==> src/sxa_pkg.sv <==
// Behaviour
// - Literal minus accumulator lands in accumulator
// - Subtract sets carry, half-carry on no borrow
// - File minus accumulator goes where destination says
// - File exclusive OR touches only zero flag
// - Nibble exchange to destination, flags untouched
// - Literal exclusive OR into accumulator, zero only
package sxa_pkg;
    localparam int DATA_W = 8;
    localparam int FADDR_W = 7;
    localparam int NIB_W = 4;
    localparam int AV_ADDR_W = 4;
    localparam int AV_DATA_W = 32;
    localparam int OPCNT_W = 16;

    // Byte addresses on the Avalon slave
    localparam logic [AV_ADDR_W-1:0] ACC_OFS = 4'h0;
    localparam logic [AV_ADDR_W-1:0] STATUS_OFS = 4'h4;
    localparam logic [AV_ADDR_W-1:0] OPCNT_OFS = 4'h8;

    // Status register field positions
    localparam int CARRY_BIT = 0;
    localparam int HALF_CARRY_BIT = 1;
    localparam int ZERO_BIT = 2;

    localparam logic [DATA_W-1:0] ACC_RST = 8'h00;
    localparam logic [OPCNT_W-1:0] OPCNT_RST = 16'h0000;
    localparam logic [AV_DATA_W-1:0] RDATA_RST = 32'h00000000;

    typedef enum logic [2:0] {
        literal_minus_acc_op = 3'h0,
        file_minus_acc_op = 3'h1,
        acc_file_exclusive_or_op = 3'h2,
        nibble_exchange_op = 3'h3,
        acc_literal_exclusive_or_op = 3'h4
    } sxa_op_type;

    // Gray-coded bus handshake states
    typedef enum logic [1:0] {
        BUS_IDLE = 2'h0,
        BUS_ANSWER = 2'h1
    } sxa_bus_type;

    typedef struct packed {
        logic valid;
        sxa_op_type code;
        logic [FADDR_W-1:0] faddr;
        logic dest_file;
        logic [DATA_W-1:0] literal;
    } sxa_instr_type;

    typedef struct packed {
        logic we;
        logic [FADDR_W-1:0] addr;
        logic [DATA_W-1:0] data;
    } sxa_fwrite_type;

    typedef struct packed {
        logic [DATA_W-1:0] acc;
        logic carry;
        logic half_carry_flag;
        logic zero;
        sxa_fwrite_type fwr;
        logic done;
        logic [OPCNT_W-1:0] opcnt;
        sxa_bus_type bus;
        logic waitreq;
        logic [AV_DATA_W-1:0] rdata;
    } sxa_state_type;
endpackage : sxa_pkg

==> src/sxa_alu.sv <==
// Chosen here: the register addresses and register access over Avalon-MM.
`timescale 1ns/100ps
module sxa_alu #(
    parameter int COUNT_W = 16
) (
    input wire logic CLOCK_IN,
    input wire logic RESETN_IN,
    input wire sxa_pkg::sxa_instr_type INSTR_IN,
    input wire logic [sxa_pkg::DATA_W-1:0] FILE_DATA_IN,
    output sxa_pkg::sxa_fwrite_type FILE_WRITE_OUT,
    output logic [sxa_pkg::DATA_W-1:0] ACC_OUT,
    output logic CARRY_OUT,
    output logic HALF_CARRY_OUT,
    output logic ZERO_OUT,
    output logic DONE_OUT,
    input wire logic [sxa_pkg::AV_ADDR_W-1:0] AVS_ADDRESS_IN,
    input wire logic AVS_READ_IN,
    input wire logic AVS_WRITE_IN,
    input wire logic [sxa_pkg::AV_DATA_W-1:0] AVS_WRITEDATA_IN,
    input wire logic [3:0] AVS_BYTEENABLE_IN,
    output logic [sxa_pkg::AV_DATA_W-1:0] AVS_READDATA_OUT,
    output logic AVS_WAITREQUEST_OUT
);
    import sxa_pkg::*;

    // Counter width is fixed by OPCNT_W in the package
    if (COUNT_W != OPCNT_W) begin : g_bad_width
        $error("COUNT_W must equal OPCNT_W");
    end

    sxa_state_type s_q;
    sxa_state_type s_d;
    logic bus_go;
    logic bus_wr_go;
    logic [DATA_W-1:0] res;

    // Subtract a minus b; top bits are carry and half-carry, set when no borrow
    function automatic logic [DATA_W+1:0] sub8(input logic [DATA_W-1:0] a, input logic [DATA_W-1:0] b);
        logic [DATA_W:0] full;
        logic [NIB_W:0] low;
        full = {1'b0, a} - {1'b0, b};
        low = {1'b0, a[NIB_W-1:0]} - {1'b0, b[NIB_W-1:0]};
        sub8 = {~full[DATA_W], ~low[NIB_W], full[DATA_W-1:0]};
    endfunction : sub8

    function automatic logic is_zero(input logic [DATA_W-1:0] v);
        is_zero = (v == 8'h00);
    endfunction : is_zero

    // Accepted bus access in this cycle
    assign bus_go = (AVS_READ_IN || AVS_WRITE_IN) && (s_q.bus == BUS_ANSWER);
    assign bus_wr_go = bus_go && AVS_WRITE_IN;

    // Next state: bus write first, so an operation in the same cycle wins
    always_comb begin
        logic [DATA_W+1:0] sub;
        sub = '0;
        res = '0;
        s_d = s_q;
        s_d.fwr.we = 1'b0;
        s_d.done = 1'b0;
        if (bus_wr_go && AVS_BYTEENABLE_IN[0]) begin
            if (AVS_ADDRESS_IN == ACC_OFS) begin
                s_d.acc = AVS_WRITEDATA_IN[DATA_W-1:0];
            end else if (AVS_ADDRESS_IN == STATUS_OFS) begin
                s_d.carry = AVS_WRITEDATA_IN[CARRY_BIT];
                s_d.half_carry_flag = AVS_WRITEDATA_IN[HALF_CARRY_BIT];
                s_d.zero = AVS_WRITEDATA_IN[ZERO_BIT];
            end
        end
        if (INSTR_IN.valid) begin
            s_d.done = 1'b1;
            s_d.opcnt = s_q.opcnt + 16'h0001;
            s_d.fwr.addr = INSTR_IN.faddr;
            case (INSTR_IN.code)
                literal_minus_acc_op: begin
                    sub = sub8(INSTR_IN.literal, s_q.acc);
                    res = sub[DATA_W-1:0];
                    s_d.acc = res;
                    s_d.carry = sub[DATA_W+1];
                    s_d.half_carry_flag = sub[DATA_W];
                    s_d.zero = is_zero(res);
                end
                file_minus_acc_op: begin
                    sub = sub8(FILE_DATA_IN, s_q.acc);
                    res = sub[DATA_W-1:0];
                    s_d.carry = sub[DATA_W+1];
                    s_d.half_carry_flag = sub[DATA_W];
                    s_d.zero = is_zero(res);
                end
                acc_file_exclusive_or_op: begin
                    res = s_q.acc ^ FILE_DATA_IN;
                    s_d.zero = is_zero(res);
                end
                nibble_exchange_op: begin
                    res = {FILE_DATA_IN[NIB_W-1:0], FILE_DATA_IN[DATA_W-1:NIB_W]};
                end
                acc_literal_exclusive_or_op: begin
                    res = s_q.acc ^ INSTR_IN.literal;
                    s_d.acc = res;
                    s_d.zero = is_zero(res);
                end
                default: begin
                    s_d.done = 1'b0;
                end
            endcase
            // File-addressed results obey the destination bit
            if (INSTR_IN.code inside {file_minus_acc_op, acc_file_exclusive_or_op, nibble_exchange_op}) begin
                if (INSTR_IN.dest_file) begin
                    s_d.fwr.we = 1'b1;
                    s_d.fwr.data = res;
                end else begin
                    s_d.acc = res;
                end
            end
        end
        // Bus answers one cycle after it sees a request; read data already includes any operation result from that same cycle
        case (s_q.bus)
            BUS_IDLE: begin
                s_d.waitreq = 1'b1;
                if (AVS_READ_IN || AVS_WRITE_IN) begin
                    s_d.bus = BUS_ANSWER;
                    s_d.waitreq = 1'b0;
                    s_d.rdata = RDATA_RST;
                    if (AVS_ADDRESS_IN == ACC_OFS) begin
                        s_d.rdata[DATA_W-1:0] = s_d.acc;
                    end else if (AVS_ADDRESS_IN == STATUS_OFS) begin
                        s_d.rdata[CARRY_BIT] = s_d.carry;
                        s_d.rdata[HALF_CARRY_BIT] = s_d.half_carry_flag;
                        s_d.rdata[ZERO_BIT] = s_d.zero;
                    end else if (AVS_ADDRESS_IN == OPCNT_OFS) begin
                        s_d.rdata[OPCNT_W-1:0] = s_d.opcnt;
                    end
                end
            end
            BUS_ANSWER: begin
                s_d.bus = BUS_IDLE;
                s_d.waitreq = 1'b1;
            end
            default: begin
                s_d.bus = BUS_IDLE;
                s_d.waitreq = 1'b1;
            end
        endcase
    end

    // State register
    always_ff @(posedge CLOCK_IN or negedge RESETN_IN) begin
        if (!RESETN_IN) begin
            s_q <= '0;
            s_q.acc <= ACC_RST;
            s_q.opcnt <= OPCNT_RST;
            s_q.bus <= BUS_IDLE;
            s_q.waitreq <= 1'b1;
            s_q.rdata <= RDATA_RST;
        end else begin
            s_q <= s_d;
        end
    end

    assign FILE_WRITE_OUT = s_q.fwr;
    assign ACC_OUT = s_q.acc;
    assign CARRY_OUT = s_q.carry;
    assign HALF_CARRY_OUT = s_q.half_carry_flag;
    assign ZERO_OUT = s_q.zero;
    assign DONE_OUT = s_q.done;
    assign AVS_READDATA_OUT = s_q.rdata;
    assign AVS_WAITREQUEST_OUT = s_q.waitreq;
endmodule : sxa_alu

==> config.mk <==
export PLATFORM = sky130hd
export DESIGN_NAME = sxa_alu
export DESIGN_NICKNAME = d
export VERILOG_FILES = /design/src/sxa_pkg.sv /design/src/sxa_alu.sv
export SDC_FILE = /design/constraint.sdc
export NUM_CORES = 1
export LEC_CHECK = 0
export BUFFER_PORTS_ARGS = -buffer_cell sky130_fd_sc_hd__buf_2
export CORE_MARGIN = 2
export CORE_UTILIZATION = 30
export CTS_BUF_LIST = sky130_fd_sc_hd__clkbuf_2 sky130_fd_sc_hd__clkbuf_4 sky130_fd_sc_hd__clkbuf_8
export DETAILED_ROUTE_END_ITERATION = 16
export GPL_ROUTABILITY_DRIVEN = 0
export HOLD_SLACK_MARGIN = 0.12
export PLACE_DENSITY_LB_ADDON = 0.2
export SLEW_MARGIN = 20
export SYNTH_ARGS = -nofsm -noshare
export SYNTH_HDL_FRONTEND = slang
export SYNTH_SLANG_ARGS = --single-unit
==> constraint.sdc <==
create_clock -name CLOCK_IN -period 4.3 [get_ports CLOCK_IN]
set_clock_uncertainty 0.2 [all_clocks]
set_input_delay 0.86 -clock CLOCK_IN [delete_from_list [all_inputs] [get_ports CLOCK_IN]]
set_output_delay 0.86 -clock CLOCK_IN [all_outputs]
set_load 0.005 [all_outputs]
After elaboration in Yosys (flattened, before gate mapping)

Index checks and enable logic that the tools add are counted.

Output and inout bits: 61
Bits in writable memories: 0
Logic and storage cells: 69
Bits in registers: 63
Memories kept: 0
Input port bits: 72
Memory bits (read-only): 0
Latch bits: 0

Reduce and logical (&&, ||, !) cells: 15
Add/subtract/negate cells: 5
Equality and inequality tests: 8
Multipliers: 0
Multiplexer cells: 23
Shift-type cells: 0
Magnitude comparators: 0
Divide/modulo/power cells: 0
Bitwise gates (word level): 6

Operators by type and width:

| operator                                                        | count |
|---|---|
| 8-bit 2-to-1 mux                                                | 7 |
| 44-bit 2-to-1 mux                                               | 1 |
| 8-bit one-hot mux with 5 select lines                           | 1 |
| 35-bit 2-to-1 mux                                               | 1 |
| 8-bit zero test                                                 | 4 |
| 8-bit by 8-bit subtractor with 9-bit output                     | 2 |
| 16-bit by 1-bit adder with 16-bit output, second input constant | 1 |
| 16-bit 2-to-1 mux                                               | 1 |
| 8-bit one-hot mux with 2 select lines                           | 1 |
| 8-bit XOR                                                       | 2 |
| 13-bit 2-to-1 mux                                               | 1 |
| 3-bit 2-to-1 mux                                                | 4 |
| 11-bit 2-to-1 mux                                               | 1 |
| 4-bit by 4-bit subtractor with 5-bit output                     | 2 |
| 3-bit by 2-bit == test with 1-bit output, second input constant | 2 |
| 5-bit OR reduction                                              | 1 |
| 4-bit by 3-bit == test with 1-bit output, second input constant | 1 |
| 4-bit == test, second input constant                            | 1 |
| 4-bit zero test                                                 | 1 |
| 1-bit inverter                                                  | 4 |
| 1-bit one-hot mux with 4 select lines                           | 1 |
| 2-bit one-hot mux with 2 select lines                           | 1 |
| 3-bit by 1-bit == test with 1-bit output, second input constant | 1 |
| 3-bit == test, second input constant                            | 1 |
| 10 further kinds                                                | 14 |

Logic depth before layout (Yosys ltp)

Word-level depth: 14
Depth in mapped cells: 10
Gate-level depth less buffers: 10

Worst setup path before layout

OpenSTA, ideal clock, no wires.

Kind: input to register
From: in FILE_DATA_IN[2] (netlist bit)
To: reg s_q, in the netlist AVS_READDATA_OUT[7]
Buffers on the path: 1
Required time: 3,976 ps
Arrival: 2,730 ps
Stages: 8
Setup time: 124 ps
Slack: 1,246 ps
Cell sequence: ha_1 buf_6 a21oi_4 a21oi_2 or4_4 a32o_2 a32o_1 o31a_1

Word-level cells in the longest chain between the ends: 6

RTL lines:

| item                                        | line           | text |
|---|---|---|
| start: declaration                          | sxa_alu.sv:9   | `input wire logic [sxa_pkg::DATA_W-1:0] FILE_DATA_IN,` |
| 8-bit by 8-bit subtractor with 9-bit output | sxa_alu.sv:41  | `full = {1'b0, a} - {1'b0, b};` |
| 8-bit one-hot mux with 5 select lines       | sxa_alu.sv:75  | `case (INSTR_IN.code)` |
| 8-bit 2-to-1 mux                            | sxa_alu.sv:109 | `if (INSTR_IN.dest_file) begin` |
| 8-bit 2-to-1 mux                            | sxa_alu.sv:108 | `if (INSTR_IN.code inside {file_minus_acc_op, acc_file_exclusive_or_op, nibble_exchange_op}) begin` |
| 44-bit 2-to-1 mux                           | sxa_alu.sv:71  | `if (INSTR_IN.valid) begin` |
| 8-bit 2-to-1 mux                            | sxa_alu.sv:125 | `if (AVS_ADDRESS_IN == ACC_OFS) begin` |
| end: declaration                            | sxa_alu.sv:31  | `sxa_state_type s_q;` |

Every way passes these cells.
A chain may end at the register's enable or synchronous reset.

==> flow_summary_export.csv <==
group,metric,value,unit
outcome,status,"completed",
logic_synthesis,netlist_area,4520,um^2
sta,fin_crit_sh,75.6,%
sta,hold_violations,0,
final_layout,seq_area,1550,um^2
detailed_routing,drt-pass1-iter-count,5,
power,internal_power,1.41,mW
place,dpl.hpwl,9900,um
power,seqPwrFrac,32.9,%
clock_network,clock_latency,0.35,ns
clock_network,cts_max_path_buffers,2,
floorplan,die_y,127,um
power,power_density,479,nW/um^2
logic_synthesis,yosys_warnings,0,
run,max_cap_violations,0,
power,p_clk_share,22.3,%
sta,slew_headroom,48.5,%
place,io_buffers,89,
detailed_routing,drt_iter0_drc,186,
sta,max_slew.worst_pin.slew,0.771,ns
setup_path,r2r_cells,9,
global_route,antenna_found_initial,0,
place,pre_cts_slack,0.679,ns
setup_path,critical_path_class,"input pin to flip-flop",
detailed_routing,vias_per_cell,5.08,
power,sw_frac_of_total,40.8,%
setup_path,setup.worst_path.start_class,"input pin",
setup_path,r2r_setup_slack,1.20,ns
clock_network,clockRootBuffer,"clkbuf_8",
logic_synthesis,ys_ff_latch,62,
setup_path,cp-end-kind,"flip-flop",
clock_network,clock-sinks,62,
power,p_leak,2.32,nW
clock_network,cts.hold.buffers_added,0,
setup_path,critPathMaxFanout,5,
final_layout,fill_cells,1538,
hold_path,hp-class,"input pin to async pin",
power,power.share.combinational,44.7,%
clock_network,htreeDepth,3,
setup_path,crit_arrival,3.26,ns
logic_synthesis,synth_cell_type_count,67,
logic_synthesis,syn_area_per_cell,9.17,um^2
logic_synthesis,async_flop_share,100,%
final_layout,antennaDiodeCount,0,
detailed_routing,drc,0,
clock_network,cts_tree,"built",
global_route,grt_max_degree,33,
floorplan,die_w,127,um
setup_path,reg2reg_from,"ACC_OUT[0]",
clock_network,cts_inserted_buffers,9,
sta,finalSetupTns,0,ns
global_route,grt_pass1_wl,20300,um
floorplan,io-pin-count,133,
clock_network,post_cts_buffers,0,
logic_synthesis,synthCells,493,
detailed_routing,avgRoutedWirePerCell,17.7,um
power,p_switching,0.970,mW
power,ir_drop,0.000216,V
final_layout,drive_gt1_share,26.8,%
global_route,grt_pass1_vias,3618,
floorplan,start_util,30.9,%
final_layout,multi_input_area,2420,um^2
sta,setup_viol,0,
floorplan,rows,44,
detailed_routing,vias,3666,
setup_path,r2r_end,"ACC_OUT[6]",
setup_path,cp.required,4.31,ns
sta,fin_ws,1.05,ns
global_route,grt.overflow.total,0,
floorplan,core,14600,um^2
detailed_routing,routed_wirelength,12800,um
floorplan,floorplan.die_area,16100,um^2
logic_synthesis,synth_edf_count,0,
sta,rsz0062_at_grt,"no",
sta,max_freq,0.308,GHz
sta,period_minus_slack,3.25,ns
global_route,grtUsageTotal,16.2,%
clock_network,cts_resized,0,
sta,drv_slew,0,
final_layout,fin_nets,626,
final_layout,syn2layout_area_growth,9.65,%
clock_network,clk_pin_slew_worst_paths,0.08,ns
detailed_routing,ant_nets,0,
logic_synthesis,synth_seq_area_share,34.3,%
logic_synthesis,synth-main-ff-cell,"dfrtp_1",
-- area by class of cell --
cell class              instances  area share (%)
multi-input cells             345            48.8
flip-flops and latches         62            31.3
repair buffers                 93            9.59
well taps                     184            4.64
clock buffers                   9            2.50
inverters                      22            1.66
clock inverters                 7            1.49
-- synth_stat cells, drive strengths merged (3+ instances only) --
| cell | n | area (um^2) |
|---|---|---|
| clkbuf | 19 | 71.3 |
| nor2b | 7 | 43.8 |
| nand2b | 10 | 62.6 |
| a221o | 4 | 40.0 |
| o31ai | 4 | 30.0 |
| and3 | 4 | 25.0 |
| nand3 | 10 | 50.1 |
| a32oi | 4 | 42.6 |
| nor4 | 4 | 25.0 |
| nand2 | 36 | 135 |
| or2 | 3 | 18.8 |
| xor2 | 12 | 105 |
| a211oi | 5 | 37.5 |
| o21ba | 3 | 30.0 |
| mux2i | 10 | 100 |
| mux2 | 15 | 169 |
| nor2 | 34 | 144 |
| inv | 21 | 78.8 |
| xnor2 | 16 | 140 |
| o21ai | 21 | 105 |
| a22oi | 4 | 30.0 |
| buf | 60 | 452 |
| a21oi | 25 | 140 |
| a32o | 13 | 131 |
| a21o | 5 | 38.8 |
| nor3 | 10 | 50.1 |
| o22ai | 4 | 25.0 |
| a21boi | 3 | 22.5 |
| or3 | 3 | 18.8 |
| o211ai | 3 | 22.5 |
| ha | 19 | 238 |
| nand4 | 8 | 50.1 |
| dfrtp | 61 | 1530 |
-- power groups by stage --
stage / clock network, mW / registers (mW) / logic [mW]
after detailed placement: 0 / 0.794 / 1.05
after global placement: 0 / 0.791 / 1.05
after global routing: 0.576 / 0.800 / 1.19
after floorplan: 0 / 0.772 / 0.849
final: 0.531 / 0.784 / 1.06
after CTS: 0.546 / 0.784 / 1.06
-- worst max-delay path: stages --
cell and delay, ns:
buf_2 0.09, inv_1 0.11, ha_1 0.17, inv_1 0.05, fa_1 0.46, a211oi_1 0.44, nor4b_1 0.11, nor3_1 0.29
o21ai_0 0.24, a22oi_1 0.32, o21ai_0 0.13
-- per-layer routing --
metal | up-vias | track usage (%) | routed length, um
met2 | 116 | 24.5 | 5620
met3 | 18 | 3.46 | 739
met4 | 0 | 4.98 | 251
met1 | 1759 | 23.2 | 6150
met5 | - | 0 | 0
li1 | 1773 | - | -
-- worst max path at each step --
| stage | from | end | cells after the start |
|---|---|---|---|
| finish | FILE_DATA_IN[0] | ACC_OUT[6] | 11 |
| global route | FILE_DATA_IN[0] | ACC_OUT[6] | 11 |
| CTS | FILE_DATA_IN[0] | ACC_OUT[6] | 11 |
| detailed placement | FILE_DATA_IN[0] | ACC_OUT[6] | 11 |
| global placement | FILE_DATA_IN[0] | ACC_OUT[6] | 11 |
| floorplan | FILE_DATA_IN[2] | AVS_READDATA_OUT[7] | 8 |
-- cells in the final DEF, fill, tap and decap left out, types with 10 or more instances in the layout --
cell type,count
nand2_1,36
conb_1,16
a32o_1,12
buf_2,89
inv_1,21
dfrtp_1,61
ha_1,19
a21oi_1,23
mux2i_1,10
xor2_1,12
nor3_1,10
xnor2_1,16
o21ai_0,21
nor2_1,33
mux2_2,15
nand3_1,10
nand2b_1,10
-- state kept, by name, summed over array words and instances (netlist names) --
register / cells
ACC_OUT: 8
AVS_READDATA_OUT: 16
AVS_WAITREQUEST_OUT: 1
CARRY_OUT: 1
DONE_OUT: 1
FILE_WRITE_OUT: 16
HALF_CARRY_OUT: 1
ZERO_OUT: 1
s_q: 17
-- metrics by stage --
step	total power, mW	instances	hold WS [ns]	cell area (um^2)	utilization, %
after floorplan	1.62	508	0.236	4580	-
after CTS	2.39	722	0.202	4960	33.9
after global placement	1.84	706	0.253	4760	32.5
final	2.38	722	0.213	4960	33.9
after detailed placement	1.85	706	0.252	4760	32.5
after global routing	2.56	722	0.211	4960	33.9
-- kinds of logic after synthesis --
kind of cell	after synthesis	synth area share (%)
compound gates	115	18.6
xor+xnor	28	5.42
fa+ha+maj	21	6.14
buf+inv	101	13.4
flops	62	34.3
mux	25	5.95
other cells	1	0.0829
simple gates	140	16.1
Note: power is estimated with default switching activity, not from simulation.
